File: config.mk
export PLATFORM = sky130hd
export DESIGN_NAME = weld_io
export DESIGN_NICKNAME = d
export VERILOG_FILES = /design/src/hdl/weld_io_pkg.sv /design/src/hdl/weld_io.sv
export SDC_FILE = /design/constraint.sdc
export NUM_CORES = 1
export LEC_CHECK = 0
export ABC_AREA = 1
export BUFFER_PORTS_ARGS = -buffer_cell sky130_fd_sc_hd__buf_4
export CAP_MARGIN = 20
export CORE_ASPECT_RATIO = 0.9
export CORE_UTILIZATION = 62
export DETAILED_ROUTE_END_ITERATION = 10
export PLACE_DENSITY = 0.82
export SLEW_MARGIN = 15
export SYNTH_ARGS = -nofsm -noshare
export SYNTH_HDL_FRONTEND = slang
export SYNTH_SLANG_ARGS = --single-unit
export TNS_END_PERCENT = 20
File: constraint.sdc
create_clock -name sys_clk -period 3.3 [get_ports sys_clk]
set_clock_uncertainty 0.05 [all_clocks]
set_input_delay 0.66 -clock sys_clk [delete_from_list [all_inputs] [get_ports sys_clk]]
set_output_delay 0.66 -clock sys_clk [all_outputs]
set_load 0.005 [all_outputs]
File: src/hdl/weld_io_pkg.sv
// Constants, encodings and carrier types for the weld controller programmable I/O
package weld_io_pkg;

    localparam int CLK_HZ = 50_000_000;
    localparam int DEBOUNCE_MS = 10;
    localparam int BACKSTEP_HOLD_S = 1;
    localparam int EOS_PULSE_MS = 500;
    localparam int MS_CYCLES = CLK_HZ / 1000;
    localparam int DEBOUNCE_CYCLES = MS_CYCLES * DEBOUNCE_MS;
    localparam int BACKSTEP_HOLD_CYCLES = CLK_HZ * BACKSTEP_HOLD_S;
    localparam int EOS_CYCLES = MS_CYCLES * EOS_PULSE_MS;

    localparam logic [7:0] REG_IN_MAP = 8'h00;
    localparam logic [7:0] REG_OUT_MAP = 8'h04;
    localparam logic [7:0] REG_MODE = 8'h08;
    localparam logic [7:0] REG_TIME = 8'h0C;
    localparam logic [7:0] REG_STATUS = 8'h10;
    localparam logic [7:0] REG_COUNT = 8'h14;
    localparam logic [7:0] REG_STEP = 8'h18;

    localparam int IN_FW = 5;
    localparam int OUT_FW = 4;
    localparam int MODE_SCHED_EXT = 0;
    localparam int MODE_RETR_LSB = 1;
    localparam int MODE_HOLD_VALVES_ON_FAULT = 3;
    localparam int MODE_SUCCESSIVE = 4;
    localparam int MODE_BEAT_WAIT = 5;
    localparam int MODE_CYCLE_WAIT = 6;
    localparam int MODE_STEP_EN = 7;
    localparam int MODE_W = 8;
    localparam int ST_MAJOR = 8;
    localparam int ST_RETRACT = 9;
    localparam int ST_EDIT_OK = 10;
    localparam int ST_SCHED_LSB = 16;
    localparam int ST_GATE_LSB = 24;

    typedef enum logic [4:0] {
        F_NONE = 5'h00, F_THERMAL = 5'h01, F_STAGE2 = 5'h02, F_BACKSTEP = 5'h03,
        F_PART_COUNTER_RESET = 5'h04, F_EDITLOCK = 5'h05, F_PRESSURE = 5'h06, F_INTERLOCK = 5'h07,
        F_WELD_COUNTER_RESET = 5'h08, F_ERRRST = 5'h09, F_SEL1 = 5'h0A, F_SEL2 = 5'h0B,
        F_SEL4 = 5'h0C, F_SEL8 = 5'h0D, F_STEPRST = 5'h0E, F_RETRACT = 5'h0F,
        F_ESCAPE = 5'h10
    } in_func_e;

    typedef enum logic [3:0] {
        O_NONE = 4'h0, O_ANY_ERR = 4'h1, O_RETRACT = 4'h2, O_FORCE_ERR = 4'h3,
        O_MAJOR = 4'h4, O_AVC = 4'h5, O_CONTACTOR = 4'h6, O_STEP_END = 4'h7,
        O_EOS = 4'h8, O_CURRENT = 4'h9, O_COUNT_END = 4'hA, O_WATER = 4'hB,
        O_INTERLOCK = 4'hC
    } out_func_e;

    typedef enum logic [1:0] {
        RETR_OFF = 2'b00, RETR_MOM = 2'b01, RETR_MAINT = 2'b10
    } retr_e;

    typedef enum logic [1:0] {
        G_IDLE = 2'b00, G_WAIT = 2'b01, G_GO = 2'b10, G_BLOCK = 2'b11
    } gate_e;

    localparam logic [29:0] IN_MAP_RST = {F_ESCAPE, F_BACKSTEP, F_INTERLOCK,
        F_ERRRST, F_EDITLOCK, F_THERMAL};
    localparam logic [15:0] OUT_MAP_RST = {O_STEP_END, O_CURRENT, O_AVC, O_ANY_ERR};
    localparam logic [7:0] MODE_RST = 8'h00;
    localparam logic [31:0] TIME_RST = 32'h03E8_07D0;
    localparam logic [15:0] STEP_TARGET_RST = 16'h0000;

    localparam logic [7:0] ER_PRESSURE = 8'h0C;
    localparam logic [7:0] ER_CONTACTOR = 8'h0D;
    localparam logic [7:0] ER_THERMAL = 8'h0F;
    localparam logic [7:0] ER_INTERLOCK = 8'h10;
    localparam logic [7:0] ER_CUR_FIRST = 8'h13;
    localparam logic [7:0] ER_CUR_LAST = 8'h16;
    localparam logic [7:0] ER_COUNT_END = 8'h19;
    localparam logic [7:0] ER_AVC = 8'h20;
    localparam logic [7:0] ER_FORCE = 8'h3C;
    localparam logic [7:0] ER_RETRACT = 8'h3D;
    localparam logic [7:0] ER_INTERLOCK_REQ = 8'h40;

    typedef struct packed {
        logic at_weld;
        logic seq_active;
        logic seq_done;
        logic weld_done;
        logic part_done;
        logic hold_99;
        logic chain_valid;
        logic [5:0] chain_sched;
        logic [5:0] first_sched;
        logic current_bad;
        logic err_valid;
        logic [7:0] err_code;
        logic err_major;
    } seq_in_s;

    typedef struct packed {
        logic weld_go;
        logic hold_weld;
        logic valve_freeze;
        logic escape_break;
        logic edit_allowed;
        logic retract_active;
        logic [5:0] active_sched;
        logic [7:0] error_code;
        logic error_major;
    } ctl_out_s;

endpackage

File: src/hdl/weld_io.sv
// Programmable contact inputs and status outputs of the weld controller
`timescale 1ns/1ps

// Behaviour
// - Thermal/flow input open stops sequence, error 15
// - Second stage holds before weld until closed
// - Back step tap decrements successive schedule
// - Back step held one second returns first
// - Edit lock closed refuses configuration writes
// - Error reset closure clears active error
// - Head lock freezes valves until escape
// - Wait-here 99 cycles ends on escape
// - Interlock holds before weld, timeout error 16
// - Pressure switch holds weld, timeout error 12
// - Part counter reset closure zeroes part count
// - Momentary retraction closure toggles retraction output
// - Maintained retraction output follows closed input
// - Weld without retraction active raises error 61
// - External schedule is weighted select sum
// - Stepper reset closure zeroes stepper count
// - Weld counter reset closure zeroes weld count
// - End of sequence output pulses 0.5 s
// - Water saver output ends after set time
// - Current error output on window violation
// - Any error and major error outputs
// - Step end output when count completes
// - Contactor error output on error 13
module weld_io
    import weld_io_pkg::*;
#(
    parameter int DEB_CYC = DEBOUNCE_CYCLES,
    parameter int HOLD_CYC = BACKSTEP_HOLD_CYCLES,
    parameter int EOS_CYC = EOS_CYCLES,
    parameter int MS_CYC = MS_CYCLES
)
(
    // Clock and reset
    input wire logic sys_clk,
    input wire logic rstn,
    // Contact closures, high while closed to the common return
    input wire logic first_stage_initiate_a,
    input wire logic first_stage_initiate_b,
    input wire logic prog_input_1,
    input wire logic prog_input_2,
    input wire logic prog_input_3,
    input wire logic prog_input_4,
    input wire logic prog_input_5,
    input wire logic prog_input_6,
    // Programmable outputs
    output logic prog_output_1,
    output logic prog_output_2,
    output logic prog_output_3,
    output logic prog_output_4,
    // Register port
    input wire logic [7:0] addr,
    input wire logic [31:0] wdata,
    input wire logic wr,
    input wire logic rd,
    output logic [31:0] rdata,
    // Weld sequencer side
    input wire seq_in_s seq,
    output ctl_out_s ctl
);

    localparam int NC = 8;

    logic [NC-1:0] raw;
    logic [NC-1:0] lvl;
    logic [NC-1:0] lvl_d;
    logic [NC-1:0] rise;
    logic [29:0] in_map;
    logic [15:0] out_map;
    logic [MODE_W-1:0] mode;
    logic [31:0] time_cfg;
    logic [15:0] step_target;
    logic [7:0] err_code;
    logic err_major;
    logic [5:0] sched;
    logic retract;
    logic freeze;
    logic esc_break;
    logic [15:0] part_cnt;
    logic [15:0] weld_cnt;
    logic [15:0] step_cnt;
    logic [31:0] eos_cnt;
    logic [15:0] ws_ms;
    logic [31:0] ms_div;
    logic ms_tick;
    logic [31:0] bs_cnt;
    logic bs_long_done;
    logic [15:0] wait_ms;
    gate_e gate;
    logic [3:0] po;

    assign raw = {first_stage_initiate_b, first_stage_initiate_a, prog_input_6,
        prog_input_5, prog_input_4, prog_input_3, prog_input_2, prog_input_1};

    // Long debounce trades closure latency for immunity to weld-induced noise
    for (genvar i = 0; i < NC; i++)
    begin : g_contact
        logic [1:0] sync;
        logic [31:0] cnt;
        logic level;
        always_ff @(posedge sys_clk or negedge rstn)
        begin
            if (!rstn)
            begin
                sync <= 2'h0;
                cnt <= 32'h0;
                level <= 1'b0;
            end
            else
            begin
                sync <= {sync[0], raw[i]};
                if (sync[1] == level)
                    cnt <= 32'h0;
                else if (cnt >= 32'(DEB_CYC - 1))
                begin
                    level <= sync[1];
                    cnt <= 32'h0;
                end
                else
                    cnt <= cnt + 32'h1;
            end
        end
        assign lvl[i] = level;
    end

    always_ff @(posedge sys_clk or negedge rstn)
    begin
        if (!rstn)
            lvl_d <= '0;
        else
            lvl_d <= lvl;
    end

    assign rise = lvl & ~lvl_d;

    function automatic logic hit(input logic [29:0] m, input logic [5:0] v, input in_func_e f);
        logic r;
        r = 1'b0;
        for (int k = 0; k < 6; k++)
            r = r | (v[k] & (m[k*IN_FW +: IN_FW] == f));
        return r;
    endfunction

    logic assigned_thermal;
    logic thermal_ok;
    logic permits;
    logic interlock_ok;
    logic locked;
    logic bs_held;
    logic bs_fall;
    logic [3:0] sel;
    logic initiate;
    logic [5:0] cl;
    logic [5:0] cr;
    logic [5:0] ones;

    assign cl = lvl[5:0];
    assign cr = rise[5:0];
    assign ones = 6'h3F;
    assign initiate = lvl[6] | lvl[7];
    assign assigned_thermal = hit(in_map, ones, F_THERMAL);
    assign thermal_ok = !assigned_thermal || hit(in_map, cl, F_THERMAL);
    assign interlock_ok = !hit(in_map, ones, F_INTERLOCK) || hit(in_map, cl, F_INTERLOCK);
    assign permits = thermal_ok && interlock_ok
        && (!hit(in_map, ones, F_STAGE2) || hit(in_map, cl, F_STAGE2))
        && (!hit(in_map, ones, F_PRESSURE) || hit(in_map, cl, F_PRESSURE));
    assign locked = hit(in_map, cl, F_EDITLOCK);
    assign bs_held = hit(in_map, cl, F_BACKSTEP);
    assign bs_fall = hit(in_map, lvl_d[5:0] & ~cl, F_BACKSTEP);
    assign sel = {hit(in_map, cl, F_SEL8), hit(in_map, cl, F_SEL4),
        hit(in_map, cl, F_SEL2), hit(in_map, cl, F_SEL1)};

    // Millisecond time base
    assign ms_tick = (ms_div >= 32'(MS_CYC - 1));

    always_ff @(posedge sys_clk or negedge rstn)
    begin
        if (!rstn)
            ms_div <= 32'h0;
        else if (ms_tick)
            ms_div <= 32'h0;
        else
            ms_div <= ms_div + 32'h1;
    end

    // Weld gate: holds the sequence ahead of the weld interval
    logic timeout;
    logic raise_int;
    logic [7:0] raise_code;
    logic retr_bad;

    assign retr_bad = (retr_e'(mode[MODE_RETR_LSB +: 2]) != RETR_OFF) && !retract;
    assign timeout = (time_cfg[31:16] != 16'h0) && (wait_ms >= time_cfg[31:16]);

    always_ff @(posedge sys_clk or negedge rstn)
    begin
        if (!rstn)
        begin
            gate <= G_IDLE;
            wait_ms <= 16'h0;
        end
        else
        begin
            unique case (gate)
                G_IDLE:
                begin
                    wait_ms <= 16'h0;
                    if (seq.at_weld)
                        gate <= retr_bad ? G_BLOCK : G_WAIT;
                end
                G_WAIT:
                begin
                    if (ms_tick)
                        wait_ms <= wait_ms + 16'h1;
                    if (!seq.at_weld)
                        gate <= G_IDLE;
                    else if (!thermal_ok)
                        gate <= G_BLOCK;
                    else if (permits)
                        gate <= G_GO;
                    else if (timeout)
                        gate <= G_BLOCK;
                end
                G_GO:
                begin
                    if (!seq.at_weld)
                        gate <= G_IDLE;
                    else if (!thermal_ok)
                        gate <= G_BLOCK;
                end
                G_BLOCK:
                begin
                    if (!seq.at_weld)
                        gate <= G_IDLE;
                end
            endcase
        end
    end

    always_comb
    begin
        raise_int = 1'b0;
        raise_code = 8'h00;
        if (seq.seq_active && !thermal_ok)
        begin
            raise_int = 1'b1;
            raise_code = ER_THERMAL;
        end
        else if (gate == G_IDLE && seq.at_weld && retr_bad)
        begin
            raise_int = 1'b1;
            raise_code = ER_RETRACT;
        end
        else if (gate == G_WAIT && seq.at_weld && !permits && timeout)
        begin
            raise_int = 1'b1;
            raise_code = interlock_ok ? ER_PRESSURE : ER_INTERLOCK;
        end
    end

    // Error latch: a new error in the reset cycle wins
    logic raise_any;
    assign raise_any = raise_int || seq.err_valid;

    always_ff @(posedge sys_clk or negedge rstn)
    begin
        if (!rstn)
        begin
            err_code <= 8'h00;
            err_major <= 1'b0;
        end
        else if (raise_int)
        begin
            err_code <= raise_code;
            err_major <= 1'b0;
        end
        else if (seq.err_valid)
        begin
            err_code <= seq.err_code;
            err_major <= seq.err_major;
        end
        else if (hit(in_map, cr, F_ERRRST))
        begin
            err_code <= 8'h00;
            err_major <= 1'b0;
        end
    end

    // Head lock and wait-here escape
    always_ff @(posedge sys_clk or negedge rstn)
    begin
        if (!rstn)
        begin
            freeze <= 1'b0;
            esc_break <= 1'b0;
        end
        else
        begin
            if (mode[MODE_HOLD_VALVES_ON_FAULT] && raise_any)
                freeze <= 1'b1;
            else if (hit(in_map, cr, F_ESCAPE))
                freeze <= 1'b0;
            esc_break <= hit(in_map, cr, F_ESCAPE) && mode[MODE_BEAT_WAIT]
                && mode[MODE_CYCLE_WAIT] && seq.hold_99;
        end
    end

    // Back step: short tap steps back, one second hold returns to first
    always_ff @(posedge sys_clk or negedge rstn)
    begin
        if (!rstn)
        begin
            bs_cnt <= 32'h0;
            bs_long_done <= 1'b0;
        end
        else if (!bs_held)
        begin
            bs_cnt <= 32'h0;
            bs_long_done <= 1'b0;
        end
        else if (bs_cnt < 32'(HOLD_CYC - 1))
            bs_cnt <= bs_cnt + 32'h1;
        else
            bs_long_done <= 1'b1;
    end

    logic bs_long;
    assign bs_long = bs_held && !bs_long_done && (bs_cnt >= 32'(HOLD_CYC - 1));

    always_ff @(posedge sys_clk or negedge rstn)
    begin
        if (!rstn)
            sched <= 6'h00;
        else if (seq.chain_valid)
            sched <= seq.chain_sched;
        else if (mode[MODE_SUCCESSIVE] && bs_long)
            sched <= seq.first_sched;
        else if (mode[MODE_SUCCESSIVE] && bs_fall && !bs_long_done && sched != 6'h00)
            sched <= sched - 6'h01;
    end

    // Retraction
    always_ff @(posedge sys_clk or negedge rstn)
    begin
        if (!rstn)
            retract <= 1'b0;
        else
        begin
            unique case (retr_e'(mode[MODE_RETR_LSB +: 2]))
                RETR_MOM:
                begin
                    if (hit(in_map, cr, F_RETRACT))
                        retract <= !retract;
                end
                RETR_MAINT: retract <= hit(in_map, cl, F_RETRACT);
                default: retract <= 1'b0;
            endcase
        end
    end

    // Counters; an increment in the reset cycle counts from zero
    always_ff @(posedge sys_clk or negedge rstn)
    begin
        if (!rstn)
        begin
            part_cnt <= 16'h0;
            weld_cnt <= 16'h0;
            step_cnt <= 16'h0;
        end
        else
        begin
            part_cnt <= (hit(in_map, cr, F_PART_COUNTER_RESET) ? 16'h0 : part_cnt) + {15'h0, seq.part_done};
            weld_cnt <= (hit(in_map, cr, F_WELD_COUNTER_RESET) ? 16'h0 : weld_cnt) + {15'h0, seq.weld_done};
            step_cnt <= (hit(in_map, cr, F_STEPRST) ? 16'h0 : step_cnt) + {15'h0, seq.weld_done};
        end
    end

    // End of sequence pulse and water saver timer
    always_ff @(posedge sys_clk or negedge rstn)
    begin
        if (!rstn)
        begin
            eos_cnt <= 32'h0;
            ws_ms <= 16'h0;
        end
        else
        begin
            if (seq.seq_done)
                eos_cnt <= 32'(EOS_CYC);
            else if (eos_cnt != 32'h0)
                eos_cnt <= eos_cnt - 32'h1;
            if (initiate || seq.weld_done)
                ws_ms <= time_cfg[15:0];
            else if (ms_tick && ws_ms != 16'h0)
                ws_ms <= ws_ms - 16'h1;
        end
    end

    // Output function selection
    logic [15:0] ofv;
    logic any_err;
    assign any_err = (err_code != 8'h00);

    always_comb
    begin
        ofv = 16'h0;
        ofv[O_ANY_ERR] = any_err;
        ofv[O_RETRACT] = retract;
        ofv[O_FORCE_ERR] = (err_code == ER_FORCE);
        ofv[O_MAJOR] = any_err && err_major;
        ofv[O_AVC] = (err_code == ER_AVC);
        ofv[O_CONTACTOR] = (err_code == ER_CONTACTOR);
        ofv[O_STEP_END] = mode[MODE_STEP_EN] && step_target != 16'h0 && step_cnt >= step_target;
        ofv[O_EOS] = (eos_cnt != 32'h0);
        ofv[O_CURRENT] = seq.current_bad || (err_code >= ER_CUR_FIRST && err_code <= ER_CUR_LAST);
        ofv[O_COUNT_END] = (err_code == ER_COUNT_END);
        ofv[O_WATER] = initiate || (ws_ms != 16'h0);
        ofv[O_INTERLOCK] = (err_code == ER_INTERLOCK_REQ);
    end

    for (genvar j = 0; j < 4; j++)
    begin : g_out
        always_ff @(posedge sys_clk or negedge rstn)
        begin
            if (!rstn)
                po[j] <= 1'b0;
            else
                po[j] <= ofv[out_map[j*OUT_FW +: OUT_FW]];
        end
    end

    assign prog_output_1 = po[0];
    assign prog_output_2 = po[1];
    assign prog_output_3 = po[2];
    assign prog_output_4 = po[3];

    // Register writes; configuration is frozen while edit lock is closed
    always_ff @(posedge sys_clk or negedge rstn)
    begin
        if (!rstn)
        begin
            in_map <= IN_MAP_RST;
            out_map <= OUT_MAP_RST;
            mode <= MODE_RST;
            time_cfg <= TIME_RST;
            step_target <= STEP_TARGET_RST;
        end
        else if (wr && !locked)
        begin
            unique case (addr)
                REG_IN_MAP: in_map <= wdata[29:0];
                REG_OUT_MAP: out_map <= wdata[15:0];
                REG_MODE: mode <= wdata[MODE_W-1:0];
                REG_TIME: time_cfg <= wdata;
                REG_STEP: step_target <= wdata[15:0];
                default: ;
            endcase
        end
    end

    logic [5:0] act_sched;
    assign act_sched = mode[MODE_SCHED_EXT] ? {2'b00, sel} : sched;

    always_ff @(posedge sys_clk or negedge rstn)
    begin
        if (!rstn)
            rdata <= 32'h0;
        else if (rd)
        begin
            unique case (addr)
                REG_IN_MAP: rdata <= {2'b00, in_map};
                REG_OUT_MAP: rdata <= {16'h0, out_map};
                REG_MODE: rdata <= {24'h0, mode};
                REG_TIME: rdata <= time_cfg;
                REG_STATUS: rdata <= {6'h0, gate, 2'b00, act_sched, 5'h0, !locked, retract, err_major, err_code};
                REG_COUNT: rdata <= {weld_cnt, part_cnt};
                REG_STEP: rdata <= {step_cnt, step_target};
                default: rdata <= 32'h0;
            endcase
        end
        else
            rdata <= 32'h0;
    end

    assign ctl.weld_go = (gate == G_GO);
    assign ctl.hold_weld = (gate == G_WAIT);
    assign ctl.valve_freeze = freeze;
    assign ctl.escape_break = esc_break;
    assign ctl.edit_allowed = !locked;
    assign ctl.retract_active = retract;
    assign ctl.active_sched = act_sched;
    assign ctl.error_code = err_code;
    assign ctl.error_major = err_major;

endmodule

## Word-level counts from Yosys, hierarchy flattened

Index checks and enable logic that the tools add are counted.
Widths: inputs -> output; s select.

| operators by class | value |
|---|---|
| $add $sub $neg | 17 |
| $lt $le $gt $ge | 19 |
| eq/ne operators | 128 |
| mux-type cells | 71 |
| bitwise operators | 231 |
| reductions and logical operators | 74 |

Operator list:

| operator | number |
|---|---|
| $mux 32 | 22 |
| $add 32x1->32 const B | 10 |
| $ge 32x19->1 const B | 8 |
| $eq 5x4->1 const B | 48 |
| $pmux 32 s7 | 1 |
| $eq 5x3->1 const B | 24 |
| $or 1x1->1 | 111 |
| $and 1x1->1 | 108 |
| $mux 16 | 6 |
| $eq 5x2->1 const B | 12 |
| $add 16x1->16 | 3 |
| $reduce_bool 16->1 | 3 |
| $mux 6 | 6 |
| $eq 8x5->1 const B | 4 |
| $ge 16x16->1 | 2 |
| $ge 32x16->1 const B | 1 |
| $ge 32x26->1 const B | 1 |
| $lt 32x26->1 const B | 1 |
| $pmux 16 s2 | 1 |
| $reduce_bool 32->1 | 1 |
| $sub 32x1->32 const B | 1 |
| $eq 5x1->1 const B | 6 |
| $eq 5x5->1 const B | 6 |
| $reduce_and 2->1 | 14 |
| other kinds (37) | 140 |

| storage, ports and cells | value |
|---|---|
| bits in registers | 621 |
| bits of input ports | 82 |
| output and inout bits | 57 |

## Longest topological paths before layout

| logic depth | value |
|---|---|
| depth in word-level cells | 20 |
| mapped depth | 18 |
| mapped depth without buffers | 18 |

## Worst setup path after synthesis

Ideal clock, no wire load.

| timing | value |
|---|---|
| path kind | register to register |
| from | register in_map[7] |
| to | register weld_cnt[13] |
| setup time | 0.117 ns |
| data arrival time | 2.363 ns |
| slack | 0.770 ns |
| stages on the path, launching flop included | 17 |
| buffers on the path | 2 |
| clock period less this slack | 2.530 ns |
| path through | dfstp_2 > clkbuf_2 > nor2_1 > nand2_1 > nor3_1 > nor3_1 > nand2_1 > buf_4 > nor2_1 > ha_1 > nand2_1 > nor3_2 > nand2_1 > nor2_1 > nand3_1 > nand2_1 > nand2_1 |

| on the way | value |
|---|---|
| longest elaborated chain between the ends | 9 |

Ends and longest elaborated chain:

| element | RTL line | source |
|---|---|---|
| start, declared | weld_io.sv:71 | `logic [29:0] in_map;` |
| start signal, assigned | weld_io.sv:454 | `REG_IN_MAP: in_map <= wdata[29:0];` |
| $eq 5x4->1 | weld_io.sv:143 | `r = r \| (v[k] & (m[k*IN_FW +: IN_FW] == f));` |
| $and 1x1->1 | weld_io.sv:143 |  |
| $or 1x1->1 (5 in a row) | weld_io.sv:143 |  |
| $mux 16 | weld_io.sv:376 | `weld_cnt <= (hit(in_map, cr, F_WELD_COUNTER_RESET) ? 16'h0 : weld_cnt) + {15'h0, seq.weld_done};` |
| $add 16x1->16 | weld_io.sv:376 |  |
| end signal, assigned | weld_io.sv:376 |  |
| end, declared | weld_io.sv:83 | `logic [15:0] weld_cnt;` |

Every way passes these cells.
A chain may end at the register's enable or synchronous reset.

==> results.json <==
{
  "status": "complete, but fails checks",
  "violations": "negative setup slack",
  "tns_ps": -10.90,
  "top_usage_layer": "met2",
  "htreeDepth": 2,
  "register_area_um2": 15580,
  "clk_latency_ps": 660,
  "yosysSeqAreaShare_pct": 50.54,
  "vias_per_cell": 5.781,
  "p_per_area_nw_per_um2": 509.8,
  "clock_path_buffers": 3,
  "crit_path_end_kind": "output pin",
  "wirelength_mm": 87.49,
  "hold_class": "primary input to flip-flop",
  "worst_pin_slew_ps": 1060,
  "die-area_um2": 50610,
  "maxCapViolCount": 0,
  "fmax_mhz": 302.0,
  "crit_buf_inv": 2,
  "antenna_cells": 0,
  "drt-initial-drc-count": 3164,
  "synth_area_um2": 30820,
  "yosys_warnings": 0,
  "yosysUniqueCellTypes": 63,
  "crit_slowest_cell": "o31a_1",
  "vias": 27710,
  "synth_edf_count": 0,
  "use_met1_pct": 48.43,
  "synthCells": 3811,
  "ys_ff_latch": 621,
  "leakagePower_nw": 16.46,
  "cp-startpoint": "g_contact[5].level",
  "timing.final.ws_setup_ps": -10.90,
  "path_cells": "inv_1, nor2_1, nand3_1, o22ai_1, o31a_1, buf_4",
  "hold_ws_ps": 69.41,
  "min-delay-start": "prog_input_2",
  "ir_drop_mv": 0.4330,
  "placed_cell_area_um2": 33290,
  "syn2layout_area_growth_pct": 14.71,
  "multi_input_area_um2": 13550,
  "r2r_start": "ms_div[17]",
  "grt_max_degree": 82,
  "max_stage_delay_ps": 400,
  "ys_async_sr_fraction_pct": 100.0,
  "fillers": 3833,
  "slew_headroom_pct": 27.49,
  "num_io_pins": 139,
  "first_global_vias": 26130,
  "grt_overflow": 0,
  "finalSetupViolations": 1,
  "antenna_found_initial": 2,
  "met3_usage_pct": 7.724,
  "cts_tree": "built",
  "arrival_ps": 2600,
  "fp.dieW_um": 237.0,
  "cts_root_buf": "clkbuf_16",
  "grt_pass1_wl_mm": 138.4,
  "globalRouteTotalUtil_pct": 35.01,
  "critPathTopFamily": "compound AO/OA/AOI/OAI gates",
  "postRouteAntennaNets": 0,
  "start_kind": "flip-flop",
  "power.total_mw": 18.02,
  "cts_buffers": 61,
  "clk_pin_slew_ps": 60,
  "fin_crit_ps": 3311,
  "drive_above_1_share_pct": 9.301,
  "post-route-period-util_pct": 100.3,
  "synthFlopType": "dfrtp_1",
  "drv_slew": 0,
  "required_ps": 2590,
  "cp_max_fo": 5,
  "layout_common_cells": "nand2_1 (771), dfrtp_1 (590), nor2_1 (568)",
  "place_hpwl_mm": 64.58,
  "layout_commonest_cell": "nand2_1",
  "die_y_um": 213.5,
  "cts_setup_buffers": 0,
  "dr.pass1.iters": 8,
  "syn_avg_cell_area_um2": 8.088,
  "wl_per_cell_um": 18.25,
  "hold_viol": 0,
  "port_buffers": 138,
  "num_rows": 77,
  "place.gp.congestion": 1.066,
  "core_um2": 49130,
  "start_util_pct": 62.73,
  "met2_usage_pct": 53.11,
  "cts.sinks": 621,
  "nets": 4248,
  "drc": 0,
  "rsz0062_at_grt": "true",
  "post-route-cell-area_um2": 35360,
  "worstSetupPathType": "flip-flop to output pin"
}
[path summary, 6_finish.rpt]
| path | end | slack [ps] | depth (start not counted) |
|---|---|---|---|
| min in group asynchronous | bs_cnt[1] | 510 | 2 |
| min reg2reg | g_contact[4].sync[1] | 290 | 0 |
| min | g_contact[1].sync[0] | 70 | 1 |
| max reg2reg | wait_ms[14] | 100 | 7 |
| max in group asynchronous | g_contact[3].cnt[26] | 1770 | 4 |
| max | ctl[10] | -10 | 6 |
[cells by family after synthesis]
group	count (synthesis)	synth area share, %
flip-flops	621	50.54
AO/OA/AOI/OAI	519	9.584
buffers and inverters	557	6.990
XOR/XNOR	117	3.325
other	1	0.01217
adder cells (fa/ha/maj)	56	2.273
AND/OR/NAND/NOR	1940	27.27
[final cells by class]
type / count / area share [%]
Clock inverter: 31 / 0.9980
Inverter: 474 / 5.032
Clock buffer: 83 / 4.778
Multi-Input combinational cell: 2752 / 38.33
Sequential cell: 621 / 44.06
Timing Repair Buffer: 200 / 4.558
Tap cell: 632 / 2.237
[metrics by stage]
stage,utilization (%),worst slack (ps),cells
final,71.96,-10.90,4793
after global routing,71.96,-51.53,4793
after CTS,71.93,26.32,4793
after detailed placement,67.75,211.9,4678
after global placement,67.75,188.0,4678
after floorplan,-,769.6,3930
[where the power goes]
part | internal (mW) | leakage (nW) | switching, mW
Sequential | 8.08 | 7.66 | 0.441
Clock | 4.07 | 1.00 | 3.05
Combinational | 0.749 | 7.80 | 1.63
Total | 12.9 | 16.5 | 5.12
[what timing repair did]
action	in CTS	in global routing
setup endpoints to repair	1	7
hold buffers	1	0
endpoints found under the hold margin	43	0
gates resized for setup	1	1
[sequential cells by signal, summed over array words and instances, names as in the netlist, 30 cells and up]
register,count
bs_cnt,32
g_contact.cnt,256
in_map,30
time_cfg,32
rdata,32
eos_cnt,32
ms_div,32
[metal layers]
layer	up-vias	share of wire, %	wire (um)
li1	13020	-	-
met1	12960	41	35670
met2	1442	44	38270
met3	283	10	9168
met4	2	5.0	4342
met5	-	0.040	35
[cell usage after synthesis (4+ instances only)]
library cell	count	area (um^2)
nand2_1	771	2894
dfrtp_1	590	14760
nor2_1	569	2136
inv_1	460	1727
nand3_1	216	1081
o21ai_0	184	920.9
a21oi_1	169	845.8
nor3_1	162	810.8
nand4_1	79	494.2
xor2_1	79	691.9
nor4_1	57	356.6
ha_1	56	700.7
clkbuf_1	51	191.4
o22ai_1	51	319.1
xnor2_1	38	332.8
dfstp_2	31	814.5
nor3b_1	26	195.2
buf_2	20	100.1
a221oi_1	18	157.7
a31oi_1	18	112.6
or2_2	18	112.6
o21ai_1	14	70.07
nor2_2	11	68.82
o31ai_1	11	82.58
a2111oi_0	8	70.07
buf_4	8	60.06
inv_2	8	30.03
o21bai_1	8	60.06
a211oi_1	7	52.55
clkinv_1	6	22.52
nand3b_1	6	45.04
o21a_1	6	45.04
and3_1	5	31.28
nor3_2	4	40.04
o211ai_1	4	30.03
or4_1	4	30.03
No activity file was read; power rests on OpenSTA's default activity.
